`src/core/acc_pkg.sv`:
```
// Purpose: constants for converter and comparator control
// Assumes: register index space, byte address = 4 * index
// Notes:   Functional notes below
package acc_pkg;
   // ==========================
   // register indices
   localparam logic [8:0] IDX_IEN0 = 9'h00b;
   localparam logic [8:0] IDX_IFL0 = 9'h00c;
   localparam logic [8:0] IDX_IEN1 = 9'h00d;
   localparam logic [8:0] IDX_IFL1 = 9'h00e;
   localparam logic [8:0] IDX_RESH = 9'h017;
   localparam logic [8:0] IDX_CTL  = 9'h018;
   localparam logic [8:0] IDX_ISEL = 9'h019;
   localparam logic [8:0] IDX_CCTL = 9'h18d;
   localparam logic [8:0] IDX_CSEL = 9'h18e;
   localparam logic [8:0] IDX_DAC  = 9'h18f;
   // ==========================
   // field positions
   localparam int B_CONV_IRQ  = 7;
   localparam int B_CMP_IRQ   = 4;
   localparam int B_START     = 3;
   localparam int B_PD        = 7;
   localparam int B_RAW       = 6;
   localparam int B_OE        = 5;
   localparam int B_INV       = 4;
   localparam int B_NEG_SRC   = 7;
   localparam int B_DAC_REF   = 7;
   // ==========================
   // reset values
   localparam logic [4:0] RST_CHAN  = 5'h1f;
   localparam logic [1:0] RST_REF   = 2'h0;
   localparam logic [7:0] RST_CCTL  = 8'hc0;
   localparam logic [7:0] RST_CSEL  = 8'hff;
   localparam logic [7:0] RST_DAC   = 8'h00;
   // ==========================
   // decode and timing
   localparam logic [4:0] CH_LAST_PIN = 5'h0c;
   localparam logic [4:0] CH_BANDGAP  = 5'h0e;
   localparam logic [4:0] CH_QUARTER  = 5'h17;
   localparam logic [2:0] NEG_RSVD    = 3'h2;
   localparam logic [2:0] POS_RSVD    = 3'h3;
   localparam logic [4:0] CONV_CLOCKS = 5'd14;
   localparam logic [3:0] DB_LEN4     = 4'd3;
   localparam logic [3:0] DB_LEN8     = 4'd7;
   localparam logic [3:0] DB_LEN16    = 4'hf;
   typedef enum logic [1:0] {TRIG_RISE, TRIG_FALL, TRIG_BOTH, TRIG_HIGH} acc_trig_t;
endpackage

```
`src/core/acc_link_if.sv`:
```
`timescale 1ns/1ps
`default_nettype none
// carries converter and comparator signals inside the block
interface acc_link_if;
   logic        conv_go;
   logic [2:0]  conv_div;
   logic        conv_done;
   logic        conv_clk;
   logic        cmp_pd;
   logic        cmp_inv;
   logic [1:0]  cmp_dbs;
   logic [1:0]  cmp_trig;
   logic        cmp_raw;
   logic        cmp_final;
   logic        cmp_event;
   modport ctl  (output conv_go, conv_div, cmp_pd, cmp_inv, cmp_dbs, cmp_trig,
                 input conv_done, conv_clk, cmp_raw, cmp_final, cmp_event);
   modport seq  (input conv_go, conv_div, output conv_done, conv_clk);
   modport filt (input cmp_pd, cmp_inv, cmp_dbs, cmp_trig,
                 output cmp_raw, cmp_final, cmp_event);
endinterface
`default_nettype wire

```
`src/core/acc_cmp_filt.sv`:
```
`timescale 1ns/1ps
`default_nettype none
// Purpose: comparator sync, de-bounce, invert and trigger
// Assumes: raw comparator output is asynchronous
// Notes:   event is a one-cycle pulse except in level mode
module acc_cmp_filt import acc_pkg::*; (
   // clock and reset
   input  wire logic i_clk,
   input  wire logic i_srst,
   // analog comparator
   input  wire logic i_raw,
   // control
   acc_link_if.filt  lk
);
   logic [2:0] sync_reg;
   logic       acc_reg;
   logic       stab_reg;
   logic [3:0] cnt_reg;
   logic       prev_reg;
   logic [3:0] len;
   logic       seen;

   // three-stage sync, change accepted when stages two and three agree
   always_ff @(posedge i_clk) begin
      if (i_srst) begin
         sync_reg <= 3'h7;
         acc_reg  <= 1'b1;
      end else begin
         sync_reg <= {sync_reg[1:0], i_raw};
         if (sync_reg[1] == sync_reg[2]) acc_reg <= sync_reg[2];
      end
   end

   // forced high while powered down
   assign seen = acc_reg | lk.cmp_pd;
   assign lk.cmp_raw = seen;

   always_comb begin
      unique case (lk.cmp_dbs)
         2'b01:   len = DB_LEN4;
         2'b10:   len = DB_LEN8;
         2'b11:   len = DB_LEN16;
         default: len = 4'd0;
      endcase
   end

   // new level must persist len+1 clocks
   always_ff @(posedge i_clk) begin
      if (i_srst) begin
         stab_reg <= 1'b1;
         cnt_reg  <= 4'd0;
      end else if (seen == stab_reg) begin
         cnt_reg <= 4'd0;
      end else if (cnt_reg >= len) begin
         stab_reg <= seen;
         cnt_reg  <= 4'd0;
      end else begin
         cnt_reg <= cnt_reg + 4'd1;
      end
   end

   // final output and trigger edge memory
   always_ff @(posedge i_clk) begin
      if (i_srst) begin
         lk.cmp_final <= 1'b1;
         prev_reg     <= 1'b1;
      end else begin
         lk.cmp_final <= stab_reg ^ lk.cmp_inv;
         prev_reg     <= lk.cmp_final;
      end
   end

   // trigger detection on final output
   always_comb begin
      unique case (acc_trig_t'(lk.cmp_trig))
         TRIG_RISE: lk.cmp_event = lk.cmp_final && !prev_reg;
         TRIG_FALL: lk.cmp_event = !lk.cmp_final && prev_reg;
         TRIG_BOTH: lk.cmp_event = lk.cmp_final != prev_reg;
         TRIG_HIGH: lk.cmp_event = lk.cmp_final;
      endcase
   end

   property p_inv;
      @(posedge i_clk) disable iff (i_srst)
      !$past(i_srst) |-> lk.cmp_final == ($past(stab_reg) ^ $past(lk.cmp_inv));
   endproperty
   a_inv: assert property (p_inv) else $error("final output not invert of filter");

   property p_db8;
      @(posedge i_clk) disable iff (i_srst)
      ($changed(stab_reg) && $past(lk.cmp_dbs) == 2'b10) |-> $past(cnt_reg) == DB_LEN8;
   endproperty
   a_db8: assert property (p_db8) else $error("eight clock de-bounce wrong");
endmodule
`default_nettype wire

```
`src/core/acc_conv_seq.sv`:
```
`timescale 1ns/1ps
`default_nettype none
// Purpose: converter clock divider and conversion timer
// Assumes: divider select steady during a conversion
// Notes:   done is a one-cycle pulse
module acc_conv_seq import acc_pkg::*; (
   // clock and reset
   input  wire logic i_clk,
   input  wire logic i_srst,
   // control
   acc_link_if.seq   lk
);
   logic [7:0] pre_reg;
   logic [4:0] cyc_reg;
   logic       busy_reg;
   logic [7:0] mask;
   logic       tick;

   // divisor 2^(8-sel): 256 at 000 down to 2 at 111
   assign mask = 8'hff >> lk.conv_div;
   assign tick = busy_reg && ((pre_reg & mask) == mask);

   // prescaler and divided clock
   always_ff @(posedge i_clk) begin
      if (i_srst || lk.conv_go) begin
         pre_reg     <= 8'h00;
         lk.conv_clk <= 1'b0;
      end else if (busy_reg) begin
         pre_reg     <= pre_reg + 8'h01;
         lk.conv_clk <= ((pre_reg & mask) >= (mask >> 1)) && !tick;
      end
   end

   // fixed count of converter clocks per conversion
   always_ff @(posedge i_clk) begin
      if (i_srst) begin
         busy_reg     <= 1'b0;
         cyc_reg      <= 5'd0;
         lk.conv_done <= 1'b0;
      end else begin
         lk.conv_done <= 1'b0;
         if (lk.conv_go) begin
            busy_reg <= 1'b1;
            cyc_reg  <= 5'd0;
         end else if (tick) begin
            if (cyc_reg == CONV_CLOCKS - 5'd1) begin
               busy_reg     <= 1'b0;
               lk.conv_done <= 1'b1;
            end else begin
               cyc_reg <= cyc_reg + 5'd1;
            end
         end
      end
   end

   property p_div2;
      @(posedge i_clk) disable iff (i_srst)
      (tick && lk.conv_div == 3'h7 && !lk.conv_go) ##1 busy_reg |-> !tick ##1 tick;
   endproperty
   a_div2: assert property (p_div2) else $error("divide by two tick spacing wrong");
endmodule
`default_nettype wire

```
`src/core/acc_top.sv`:
```
// Our own choice: the Avalon-MM interface to the registers.
`timescale 1ns/1ps
`default_nettype none
// Purpose: converter and comparator control with Avalon-MM slave
// Assumes: word addresses are register indices, data in low byte
// Notes:   one wait cycle per access; unmapped reads return zero
module acc_top import acc_pkg::*; (
   // clock and reset
   input  wire logic        i_clk,
   input  wire logic        i_srst,
   // avalon-mm slave
   input  wire logic [8:0]  i_avs_address,
   input  wire logic        i_avs_read,
   input  wire logic        i_avs_write,
   input  wire logic [31:0] i_avs_writedata,
   input  wire logic [3:0]  i_avs_byteenable,
   output logic [31:0]      o_avs_readdata,
   output logic             o_avs_waitrequest,
   // converter analog side
   input  wire logic [11:0] i_conv_result,
   output logic             o_conv_clk,
   output logic             o_conv_active,
   output logic [4:0]       o_conv_channel_sel,
   output logic             o_conv_channel_valid,
   output logic [1:0]       o_conv_reference_sel,
   // comparator analog side
   input  wire logic        i_comparator_raw_out,
   output logic             o_comparator_power_down,
   output logic             o_negative_source_sel,
   output logic [2:0]       o_negative_pin_sel,
   output logic             o_negative_pin_connect,
   output logic [2:0]       o_positive_pin_sel,
   output logic             o_positive_pin_connect,
   output logic             o_dac_reference_sel,
   output logic [6:0]       o_dac_level_code,
   // comparator pin and interrupt requests
   output logic             o_comparator_pin_out,
   output logic             o_comparator_pin_oe,
   output logic             o_conv_irq,
   output logic             o_comparator_irq
);
   // ==========================
   // state
   acc_link_if lk();
   logic        wait_reg;
   logic        conv_ie_reg;
   logic        conv_pend_reg;
   logic        cmp_ie_reg;
   logic        cmp_pend_reg;
   logic [11:0] result_reg;
   logic        start_reg;
   logic [2:0]  div_reg;
   logic [1:0]  ref_reg;
   logic [4:0]  chan_reg;
   logic [7:0]  cctl_reg;
   logic [7:0]  csel_reg;
   logic [7:0]  dac_reg;
   logic [7:0]  rd_next;
   logic        req;
   logic        wr;
   logic [7:0]  wd;

   // ==========================
   // avalon handshake: answer in the cycle after the request
   assign req = i_avs_read || i_avs_write;
   assign wr  = i_avs_write && !wait_reg && i_avs_byteenable[0];
   assign wd  = i_avs_writedata[7:0];

   always_ff @(posedge i_clk) begin
      if (i_srst) wait_reg <= 1'b1;
      else        wait_reg <= !(req && wait_reg);
   end
   assign o_avs_waitrequest = wait_reg;

   // read mux, reserved and foreign bits read zero
   always_comb begin
      unique case (i_avs_address)
         IDX_IEN0: rd_next = {conv_ie_reg, 7'h00};
         IDX_IFL0: rd_next = {conv_pend_reg, 7'h00};
         IDX_IEN1: rd_next = {3'h0, cmp_ie_reg, 4'h0};
         IDX_IFL1: rd_next = {3'h0, cmp_pend_reg, 4'h0};
         IDX_RESH: rd_next = result_reg[11:4];
         IDX_CTL:  rd_next = {result_reg[3:0], start_reg, div_reg};
         IDX_ISEL: rd_next = {ref_reg, 1'b0, chan_reg};
         IDX_CCTL: rd_next = {cctl_reg[7], lk.cmp_raw, cctl_reg[5:0]};
         IDX_CSEL: rd_next = csel_reg;
         IDX_DAC:  rd_next = dac_reg;
         default:  rd_next = 8'h00;
      endcase
   end

   always_ff @(posedge i_clk) begin
      if (i_srst)                   o_avs_readdata <= 32'h0;
      else if (i_avs_read && wait_reg) o_avs_readdata <= {24'h0, rd_next};
   end

   // ==========================
   // interrupt enables
   always_ff @(posedge i_clk) begin
      if (i_srst) begin
         conv_ie_reg <= 1'b0;
         cmp_ie_reg  <= 1'b0;
      end else if (wr) begin
         if (i_avs_address == IDX_IEN0) conv_ie_reg <= wd[B_CONV_IRQ];
         if (i_avs_address == IDX_IEN1) cmp_ie_reg  <= wd[B_CMP_IRQ];
      end
   end

   // pending flags: hardware set wins over a zero write
   always_ff @(posedge i_clk) begin
      if (i_srst) begin
         conv_pend_reg <= 1'b0;
         cmp_pend_reg  <= 1'b0;
      end else begin
         if (lk.conv_done) conv_pend_reg <= 1'b1;
         else if (wr && i_avs_address == IDX_IFL0 && !wd[B_CONV_IRQ])
            conv_pend_reg <= 1'b0;
         if (lk.cmp_event) cmp_pend_reg <= 1'b1;
         else if (wr && i_avs_address == IDX_IFL1 && !wd[B_CMP_IRQ])
            cmp_pend_reg <= 1'b0;
      end
   end

   // ==========================
   // converter control and result
   assign lk.conv_go  = wr && i_avs_address == IDX_CTL && wd[B_START] && !start_reg;
   assign lk.conv_div = div_reg;

   always_ff @(posedge i_clk) begin
      if (i_srst) begin
         start_reg <= 1'b0;
         div_reg   <= 3'h0;
      end else begin
         if (lk.conv_go)        start_reg <= 1'b1;
         else if (lk.conv_done) start_reg <= 1'b0;
         if (wr && i_avs_address == IDX_CTL) div_reg <= wd[2:0];
      end
   end

   always_ff @(posedge i_clk) begin
      if (i_srst)           result_reg <= 12'h0;
      else if (lk.conv_done) result_reg <= i_conv_result;
   end

   always_ff @(posedge i_clk) begin
      if (i_srst) begin
         ref_reg  <= RST_REF;
         chan_reg <= RST_CHAN;
      end else if (wr && i_avs_address == IDX_ISEL) begin
         ref_reg  <= wd[7:6];
         chan_reg <= wd[4:0];
      end
   end

   // ==========================
   // comparator configuration
   always_ff @(posedge i_clk) begin
      if (i_srst) begin
         cctl_reg <= RST_CCTL;
         csel_reg <= RST_CSEL;
         dac_reg  <= RST_DAC;
      end else if (wr) begin
         if (i_avs_address == IDX_CCTL) cctl_reg <= wd;
         if (i_avs_address == IDX_CSEL) csel_reg <= wd;
         if (i_avs_address == IDX_DAC)  dac_reg  <= wd;
      end
   end

   assign lk.cmp_pd   = cctl_reg[B_PD];
   assign lk.cmp_inv  = cctl_reg[B_INV];
   assign lk.cmp_trig = cctl_reg[3:2];
   assign lk.cmp_dbs  = cctl_reg[1:0];

   // ==========================
   // registered outputs to analog, pin and interrupt lines
   always_ff @(posedge i_clk) begin
      if (i_srst) begin
         o_conv_clk              <= 1'b0;
         o_conv_active           <= 1'b0;
         o_conv_channel_sel      <= RST_CHAN;
         o_conv_channel_valid    <= 1'b0; // reset channel code is reserved
         o_conv_reference_sel    <= RST_REF;
         o_comparator_power_down <= 1'b1;
         o_negative_source_sel   <= 1'b1;
         o_negative_pin_sel      <= 3'h7;
         o_negative_pin_connect  <= 1'b0;
         o_positive_pin_sel      <= 3'h7;
         o_positive_pin_connect  <= 1'b0;
         o_dac_reference_sel     <= 1'b0;
         o_dac_level_code        <= 7'h00;
         o_comparator_pin_out    <= 1'b0;
         o_comparator_pin_oe     <= 1'b0;
         o_conv_irq              <= 1'b0;
         o_comparator_irq        <= 1'b0;
      end else begin
         o_conv_clk           <= lk.conv_clk;
         o_conv_active        <= start_reg;
         o_conv_channel_sel   <= chan_reg;
         o_conv_channel_valid <= chan_reg <= CH_LAST_PIN || chan_reg == CH_BANDGAP
                                 || chan_reg == CH_QUARTER;
         o_conv_reference_sel <= ref_reg;
         o_comparator_power_down <= cctl_reg[B_PD];
         o_negative_source_sel   <= csel_reg[B_NEG_SRC];
         o_negative_pin_sel      <= csel_reg[6:4];
         o_negative_pin_connect  <= !csel_reg[6] && csel_reg[6:4] != NEG_RSVD;
         o_positive_pin_sel      <= csel_reg[2:0];
         o_positive_pin_connect  <= !csel_reg[2] && csel_reg[2:0] != POS_RSVD;
         o_dac_reference_sel     <= dac_reg[B_DAC_REF];
         o_dac_level_code        <= dac_reg[6:0];
         o_comparator_pin_out    <= lk.cmp_final;
         o_comparator_pin_oe     <= cctl_reg[B_OE];
         o_conv_irq              <= conv_pend_reg && conv_ie_reg;
         o_comparator_irq        <= cmp_pend_reg && cmp_ie_reg;
      end
   end

   // ==========================
   // submodules
   acc_conv_seq u_seq (
      .i_clk  (i_clk),
      .i_srst (i_srst),
      .lk     (lk.seq)
   );

   acc_cmp_filt u_filt (
      .i_clk  (i_clk),
      .i_srst (i_srst),
      .i_raw  (i_comparator_raw_out),
      .lk     (lk.filt)
   );

   // ==========================
   // checks
   property p_start;
      @(posedge i_clk) disable iff (i_srst)
      lk.conv_go |=> start_reg ##0 !lk.conv_done;
   endproperty
   a_start: assert property (p_start) else $error("start bit not set by write");

   property p_done;
      @(posedge i_clk) disable iff (i_srst)
      lk.conv_done |=> !start_reg && conv_pend_reg && result_reg == $past(i_conv_result);
   endproperty
   a_done: assert property (p_done) else $error("end of conversion update missing");

   property p_busy;
      @(posedge i_clk) disable iff (i_srst)
      $fell(start_reg) |-> $past(lk.conv_done);
   endproperty
   a_busy: assert property (p_busy) else $error("start bit cleared without end");

   property p_clr;
      @(posedge i_clk) disable iff (i_srst)
      (wr && i_avs_address == IDX_IFL0 && !wd[B_CONV_IRQ] && !lk.conv_done) |=> !conv_pend_reg;
   endproperty
   a_clr: assert property (p_clr) else $error("converter pending not cleared");

   property p_cmp_set;
      @(posedge i_clk) disable iff (i_srst)
      lk.cmp_event |=> cmp_pend_reg ##1 (o_comparator_irq == cmp_ie_reg || $past(wr));
   endproperty
   a_cmp_set: assert property (p_cmp_set) else $error("comparator pending not set");

   property p_rst;
      @(posedge i_clk)
      ($past(i_srst) && !i_srst) |-> chan_reg == RST_CHAN && ref_reg == RST_REF
                                    && cctl_reg[B_PD];
   endproperty
   a_rst: assert property (p_rst) else $error("reset values wrong");

   property p_pdraw;
      @(posedge i_clk) disable iff (i_srst)
      cctl_reg[B_PD] |-> lk.cmp_raw;
   endproperty
   a_pdraw: assert property (p_pdraw) else $error("raw output low while powered down");

   property p_oe;
      @(posedge i_clk) disable iff (i_srst)
      o_comparator_pin_oe |-> o_comparator_pin_out == $past(lk.cmp_final);
   endproperty
   a_oe: assert property (p_oe) else $error("pin does not follow final output");
endmodule
`default_nettype wire

```
`config.mk`:
```
export PLATFORM = sky130hd
export DESIGN_NAME = acc_top
export DESIGN_NICKNAME = d
export VERILOG_FILES = /design/src/core/acc_pkg.sv /design/src/core/acc_link_if.sv /design/src/core/acc_cmp_filt.sv /design/src/core/acc_conv_seq.sv /design/src/core/acc_top.sv
export SDC_FILE = /design/constraint.sdc
export NUM_CORES = 1
export LEC_CHECK = 0
export ABC_AREA = 0
export BUFFER_PORTS_ARGS = -buffer_cell sky130_fd_sc_hd__buf_2
export CAP_MARGIN = 20
export CORE_MARGIN = 5
export CORE_UTILIZATION = 48
export DETAILED_ROUTE_END_ITERATION = 16
export GPL_ROUTABILITY_DRIVEN = 0
export PLACE_DENSITY = 0.76
export SYNTH_ARGS = -nofsm -noshare
export SYNTH_HDL_FRONTEND = slang
export SYNTH_SLANG_ARGS = --single-unit
```
`constraint.sdc`:
```
create_clock -name i_clk -period 2.13 [get_ports i_clk]
set_input_delay 0.426 -clock i_clk [delete_from_list [all_inputs] [get_ports i_clk]]
set_output_delay 0.426 -clock i_clk [all_outputs]
set_load 0.01 [all_outputs]
```
Word level (Yosys, flattened, before mapping)
Index checks and enable logic that the tools add are counted.

cells by class
  add/sub/neg operators = 3
  order comparisons = 3
  equality and inequality tests = 25
  shift operators = 1
  muxes and demuxes = 13
  bitwise gates (word level) = 6
  reduce and logical (&&, ||, !) cells = 51

operator list
  operator             count
  $pmux 8 s10          1
  $eq 9x4->1 const B   4
  $eq 9x5->1 const B   3
  $eq 9x9->1 const B   3
  $logic_and 1x1->1    20
  $reduce_and 2->1     8
  $pmux 4 s3           1
  $eq 5x4->1 const B   2
  $logic_not 1->1      10
  $mux 1               10
  $reduce_bool 2->1    5
  $add 8x1->8 const B  1
  $and 8x8->8          1
  $eq 2x2->1 const B   4
  $eq 8x8->1           1
  $ge 8x7->1           1
  $shr 8x3->8 const A  1
  $ne 3x2->1 const B   2
  $reduce_or 3->1      2
  $add 5x1->5 const B  1
  $eq 5x5->1 const B   1
  $le 5x4->1 const B   1
  $add 4x1->4 const B  1
  $eq 2x1->1 const B   2
  10 further kinds     16

word-level totals
  flip-flop bits (word level) = 119
  input bits = 62
  output and inout port bits = 65
  logic and storage cells = 144

Logic depth before layout (Yosys ltp)
Gate-level depths: netlist of run 1.

  depth in word-level cells = 8
  depth in mapped cells = 10
  gate-level depth less buffers = 9

By module
From an unflattened synthesis of run 1, not the netlist that was laid out.

second synthesis, totals
  cells, all modules = 567
  area total of the unflattened synthesis = 5,357.6 µm²

by module, submodules not included
  module        instances  cells each  area an instance (µm²)  seq. area each (µm²)
  acc_top       1          388         3,767.4                 1,821.7
  acc_conv_seq  1          123         1,024.7                 320.3
  acc_cmp_filt  1          56          565.5                   220.2

Least setup slack after synthesis of run 1
No wires, ideal clock.

  kind = input port to flip-flop
  start point = input i_avs_address[5]
  end point = register conv_pend_reg
  library setup time = 0.128 ns
  data arrival time = 2.024 ns
  data required time = 2.002 ns
  path slack = -0.022 ns
  stages on the path = 5
  buffers on the path = 0
  cell sequence = or4_4 -> or4_4 -> or3_1 -> a21oi_1 -> nor2_1

between the ends
  word-level cells in the longest chain between the ends = 4

RTL lines
  what                                RTL line        text
  start, declared                     acc_top.sv:12   input wire logic [8:0] i_avs_address,
  $eq 9x4->1                          acc_top.sv:116  else if (wr && i_avs_address == IDX_IFL0 && !wd[B_CONV_IRQ])
  $logic_and 1x1->1 (2 in a row)      acc_top.sv:116
  $reduce_bool 2->1 (no source line)  -
  end signal, assigned                acc_top.sv:112  conv_pend_reg <= 1'b0;
  end signal, assigned                acc_top.sv:115  if (lk.conv_done) conv_pend_reg <= 1'b1;
  end signal, assigned                acc_top.sv:117  conv_pend_reg <= 1'b0;
  end, declared                       acc_top.sv:47   logic conv_pend_reg;

No other way between the ends.
A chain may end at the register's enable or synchronous reset.

Worst setup path in the final report of run 1
  start point = register cctl_reg[0]
  end point = register u_filt.cnt_reg[3]

between the ends
  word-level cells in the longest chain between the ends = 4
  elaborated cells on any way between the ends = 6
  those cells by class = order compare (1); eq/ne (3); mux (1); reduce/logical (1)

RTL lines
  what                                      RTL line            text
  start, declared                           acc_top.sv:55       logic [7:0] cctl_reg;
  start signal, assigned                    acc_top.sv:163      if (i_avs_address == IDX_CCTL) cctl_reg <= wd;
  $eq 2x2->1 or $eq 2x1->1 (tied branches)  acc_cmp_filt.sv:39  unique case (lk.cmp_dbs)
  $pmux 4 s3 (*)                            acc_cmp_filt.sv:39
  $ge 4x4->1 (*)                            acc_cmp_filt.sv:54  end else if (cnt_reg >= len) begin
  $reduce_or 3->1 (no source line) (*)      -
  end signal, assigned                      acc_cmp_filt.sv:58  cnt_reg <= cnt_reg + 4'd1;
  end, declared                             acc_cmp_filt.sv:18  logic [3:0] cnt_reg;

Mark *: on every way between the ends. The rest lies on a longest branch, timed or not.

==> flow_summary.toml, run 1 <==
[worst_setup_path]
start_kind = "register"
worstPathMaxFanout = 4
worstPathRequired_ps = 2580
slowest_stage = "a2111o_1"
arrival_ps = 2490
path_cells = "or2_2, ha_1, nand2b_1, a21o_1, a21o_1, a2111o_1, nor2_1"
critPathCaptureType = "register"
path_buf_inv = 0
max_stage_delay_ps = 430
cp_top_family = "compound AO/OA/AOI/OAI gates"
path_class = "register to register"
crit_top_cell = "a21o_1"

[logic_synthesis]
synth_area_um2 = 5240
syn_inst = 563
synth.ff_latch_count = 118
synth-edff-count = 0
yosysTopAreaCell = "dfxtp_1"
synthDominantCellAreaShare_pct = 45.1
yosys-top-cells-count = "dfxtp_1 (118), nand2_1 (61), nor2_1 (53)"
seq_area_frac_synth_pct = 45.1
avgSynthCellArea_um2 = 9.31
yosys_warnings = 0
synth_cell_types = 60
yosysMostFrequentCell = "dfxtp_1"
synthFlopType = "dfxtp_1"
async_flop_share_pct = 0
synthTopCellsByArea = "dfxtp_1 (45%), mux2i_1 (8.8%), nand2_1 (4.4%)"

[power]
p_leak_nw = 2.66
total_power_mw = 4.97
ir_drop_mv = 0.530
intPower_mw = 3.85
powerDensity_nw_per_um2 = 776
combinationalPowerShare_pct = 4.2
p_seq_share_pct = 44.7
clkPwrFrac_pct = 51.1
p_sw_mw = 1.12
switching_share_pct = 22.5

[route]
vias_per_cell = 5.39
routedWlPerCell_um = 15.7
drt_iter0_drc = 331
antenna_left = 0
postRouteWirelength_um = 12800
drc_errors = 0
num_vias = 4388
drtPass1Iterations = 6

[grt]
grt_max_degree = 77
grt_pass1_vias = 4142
grt_pass1_wl_um = 20400
grt_usage_pct = 19.7
globalRouteOverflowTotal = 0
antenna_found_initial = 0

[floorplanning]
num_rows = 38
start_util_pct = 48.6
die_h_um = 115
die_area_um2 = 13100
die_w_um = 115
coreArea_um2 = 10800
pin_count = 127

[placed_design]
io_buffers = 75
dp.cells = 782
dp.final_hpwl_um = 9330

[timing]
clock_skew_ps = 5.53
holdWs_ps = 95.7
worst_pin_slew_ps = 804
finalWorstPathRequiredPeriod_ps = 2040
slew_headroom_pct = 46.3
hold_violations = 0
slew_viol_final = 0
period_share_pct = 95.7
setup_tns_ps = 0
fmax_ghz = 0.490
setup_violations = 0
rsz0062_at_grt = "no"

[finish]
drive_above_1_share_pct = 25.2
largest_reg_flops = 12
area_growth_pct = 22.1
fin_util_pct = 59.3
final_cells = 814
diodes = 0
final_nets = 739

[status]
status = "finished clean"

[clocking]
cts_buffers = 17
tritoncts = "done"
cts_sinks = 118
cts-root-buf = "clkbuf_8"
htreeDepth = 4
ctsHoldBuffers = 0
cts_repair_resize_count = 0
clk_pin_slew_worst_paths_ps = 60
insertion_delay_ps = 510
clock_path_buffers = 2
cts_setup_buffers = 0

[worst_hold_path]
hp-class = "primary input to register"

[run]
maxCapViolations = 0
==> per-stage QoR <==
step                      area (µm²)  setup slack, ps
after floorplan                 5330             77.0
after global placement          5850            -68.2
after detailed placement        5850             -104
after CTS                       6390             64.2
after global routing            6400             1.87
final                           6400             91.0
==> cell type report <==
class / count / area (µm²)
Fill cell: 912 / 4390
Clock inverter: 13 / 109
Multi-Input combinational cell: 400 / 2620
Inverter: 18 / 67.6
Timing Repair Buffer: 106 / 633
Sequential cell: 118 / 2360
Clock buffer: 19 / 432
Tap cell: 140 / 175
==> worst paths after layout <==
check                                start                       endpoint  slack [ps]  depth (start not counted)
max               cctl_reg[0]$_SDFFE_PP0P_   u_filt.cnt_reg[3]$_SDFF_PP0_          90                          7
min                   i_comparator_raw_out  u_filt.sync_reg[0]$_SDFF_PP1_         100                          2
max reg2reg       cctl_reg[0]$_SDFFE_PP0P_   u_filt.cnt_reg[3]$_SDFF_PP0_          90                          7
min reg2reg  u_filt.sync_reg[0]$_SDFF_PP1_  u_filt.sync_reg[1]$_SDFF_PP1_         420                          1
==> kinds of logic (layout without fill, tap and decap cells) <==
logic type	Yosys count	count (layout)	synth area share, %
AOI/OAI and AO/OA	91	91	12.0
other	1	24	0.0715
DFF	118	118	45.1
buffers and inverters	68	156	6.71
adders and majority gates	16	16	3.82
xor gates and xnor gates	12	12	2.00
and+or+nand+nor	204	204	19.9
muxes	53	53	10.5
==> power by group through the flow <==
stage	clock (mW)	combinational, mW	sequential, mW
floorplan	0	0.135	2.27
finish	2.54	0.208	2.22
global route	2.69	0.226	2.22
CTS	2.59	0.205	2.22
detailed placement	0	0.204	2.27
global placement	0	0.199	2.27
==> cell usage in the layout (no fill, tap or decap), drive strengths merged, types with 3 or more instances in the layout <==
master,instances
a22oi,3
or3,4
nor2,53
or4,4
mux2,6
nor2b,20
a211oi,14
a21oi,22
mux2i,46
clkbuf,19
clkinvlp,6
a32o,5
nor4,4
or2,17
inv,18
nand3,8
a21o,7
ha,16
nand2,61
o211ai,4
buf,106
nand4,5
o21ai,14
a31oi,5
nor3,8
nand2b,4
xor2,5
conb,24
clkinv,6
and3,5
dfxtp,118
xnor2,7
==> routing by layer <==
metal	share of wire, %	up-vias	GRT usage (%)
met4	1.7	0	7.52
met5	0	-	0
met2	51	172	33.4
li1	-	2119	-
met1	40	2075	23.8
met3	6.9	22	5.44
Power figures use the tool's default switching activity.
==> run 2, diff against run 1 <==
--- a/config.mk
+++ b/config.mk
@@ -10,9 +10,11 @@
 export CAP_MARGIN = 20
 export CORE_MARGIN = 5
 export CORE_UTILIZATION = 48
+export CTS_CLUSTER_DIAMETER = 80
 export DETAILED_ROUTE_END_ITERATION = 16
 export GPL_ROUTABILITY_DRIVEN = 0
 export PLACE_DENSITY = 0.76
+export RECOVER_POWER = 25
 export SYNTH_ARGS = -nofsm -noshare
 export SYNTH_HDL_FRONTEND = slang
 export SYNTH_SLANG_ARGS = --single-unit
==> flow_summary.toml, run 2 (same netlist as run 1, synthesis figures left out) <==
[status]
status = "finished clean"

[worst_setup_path]
start_kind = "register"
worstPathRequired_ps = 2590
cp_top_family = "compound AO/OA/AOI/OAI gates"
slowest_stage = "a2111o_1"
path_buf_inv = 0
path_class = "register to register"
max_stage_delay_ps = 430
cp.depth = 7
crit_top_cell = "a21o_1"
worstPathMaxFanout = 4
crit_end = "u_filt.cnt_reg[3]$_SDFF_PP0_"
arrival_ps = 2490
r2r_start = "cctl_reg[0]$_SDFFE_PP0P_"
path_cells = "or2_2, ha_1, nand2b_1, a21o_1, a21o_1, a2111o_1, nor2_1"
cp-startpoint = "cctl_reg[0]$_SDFFE_PP0P_"
r2r-end = "u_filt.cnt_reg[3]$_SDFF_PP0_"
critPathCaptureType = "register"
r2r_cells = 7
regToRegSetupSlack_ps = 90

[placed_design]
pre_cts_slack_ps = -104
io_buffers = 75
dp.cells = 782
dp.final_hpwl_um = 9330

[floorplanning]
coreArea_um2 = 10800
die_w_um = 115
pin_count = 127
num_rows = 38
die_area_um2 = 13100
start_util_pct = 48.6
die_h_um = 115

[power]
p_leak_nw = 2.65
ir_drop_mv = 0.530
powerDensity_nw_per_um2 = 778

[timing]
hold_violations = 0
setup_violations = 0
slew_headroom_pct = 2.52
clock_skew_ps = 7.92
slew_viol_final = 0
fin_ws_ps = 93.5
period_share_pct = 95.6
fmax_ghz = 0.491
worst_pin_slew_ps = 1460
finalWorstPathRequiredPeriod_ps = 2040

[finish]
drive_above_1_share_pct = 24.9
final_nets = 739
largest_reg_flops = 12
diodes = 0
area_growth_pct = 21.7
layout_common_cells = "dfxtp_1 (118), buf_2 (74), nand2_1 (61), nor2_1 (53), mux2i_1 (46)"
final_cells = 814
final_common_cell = "dfxtp_1"

[grt]
grt_usage_pct = 19.7
antenna_found_initial = 0
grt_max_degree = 77
grt_pass1_wl_um = 20400
grt_pass1_vias = 4142
globalRouteOverflowTotal = 0

[route]
drt_iter0_drc = 310
drc_errors = 0
vias_per_cell = 5.39
num_vias = 4389
routedWlPerCell_um = 15.7
postRouteWirelength_um = 12800
antenna_left = 0
drtPass1Iterations = 5

[clocking]
cts_sinks = 118
insertion_delay_ps = 510
ctsHoldBuffers = 0
cts_buffers = 17
cts_repair_resize_count = 0
htreeDepth = 4
cts-root-buf = "clkbuf_8"
clock_path_buffers = 2
clk_pin_slew_worst_paths_ps = 60
cts_setup_buffers = 0
tritoncts = "done"

[worst_hold_path]
hp-class = "primary input to register"

[run]
maxCapViolations = 0
-- run 2: cell types whose count changed in the layout (fill, tap and decap cells not counted), sizes merged --
cell and change:
buf -3, clkbuf +3
-- run 2: through the flow --
step	hold WS (ps)	instance area (µm²)	utilization, %	setup TNS, ps	total power, mW
after global placement	399	5850	54.2	-1050	2.46
after detailed placement	403	5850	54.2	-2260	2.47
after CTS	76.4	6390	59.2	0	5.01
after global routing	68.4	6380	59.1	-27.8	5.13
after floorplan	389	5330	-	0	2.40
final	96.8	6380	59.1	0	4.96
-- run 2: final cells by class --
class,instances,area (µm²)
fillers,911,4410
clock buffers,19,432
flip-flops and latches,118,2360
multi-input cells,400,2620
well taps,140,175
repair buffers,106,613
inverters,18,67.6
clock inverters,13,109
-- run 2: worst min path at each step --
| stage | depth (start not counted) | slack, ps | from | end |
|---|---|---|---|---|
| after CTS | 2 | 80 | i_comparator_raw_out | u_filt.sync_reg[0]$_SDFF_PP1_ |
| after detailed placement | 1 | 400 | u_filt.sync_reg[0]$_SDFF_PP1_ | u_filt.sync_reg[1]$_SDFF_PP1_ |
| after global routing | 2 | 70 | i_comparator_raw_out | u_filt.sync_reg[0]$_SDFF_PP1_ |
| after floorplan | 1 | 390 | u_filt.sync_reg[0]$_SDFF_PP1_ | u_filt.sync_reg[1]$_SDFF_PP1_ |
| after global placement | 1 | 400 | u_filt.sync_reg[0]$_SDFF_PP1_ | u_filt.sync_reg[1]$_SDFF_PP1_ |
| final | 2 | 100 | i_comparator_raw_out | u_filt.sync_reg[0]$_SDFF_PP1_ |
-- run 2: metal layers --
| layer | routed length (µm) | vias to the layer above | GRT usage (%) |
|---|---|---|---|
| li1 | - | 2113 | - |
| met1 | 5070 | 2059 | 23.8 |
| met2 | 6450 | 186 | 33.4 |
| met3 | 953 | 31 | 5.44 |
| met4 | 288 | 0 | 7.52 |
| met5 | 0 | - | 0 |
-- run 2: power by group --
part | total (mW) | internal (mW) | leakage (nW) | switching [mW]
clock network | 2.54 | 1.56 | 0.251 | 0.982
registers | 2.22 | 2.21 | 0.953 | 0.00374
logic | 0.203 | 0.0672 | 1.45 | 0.136
total | 4.96 | 3.84 | 2.65 | 1.12
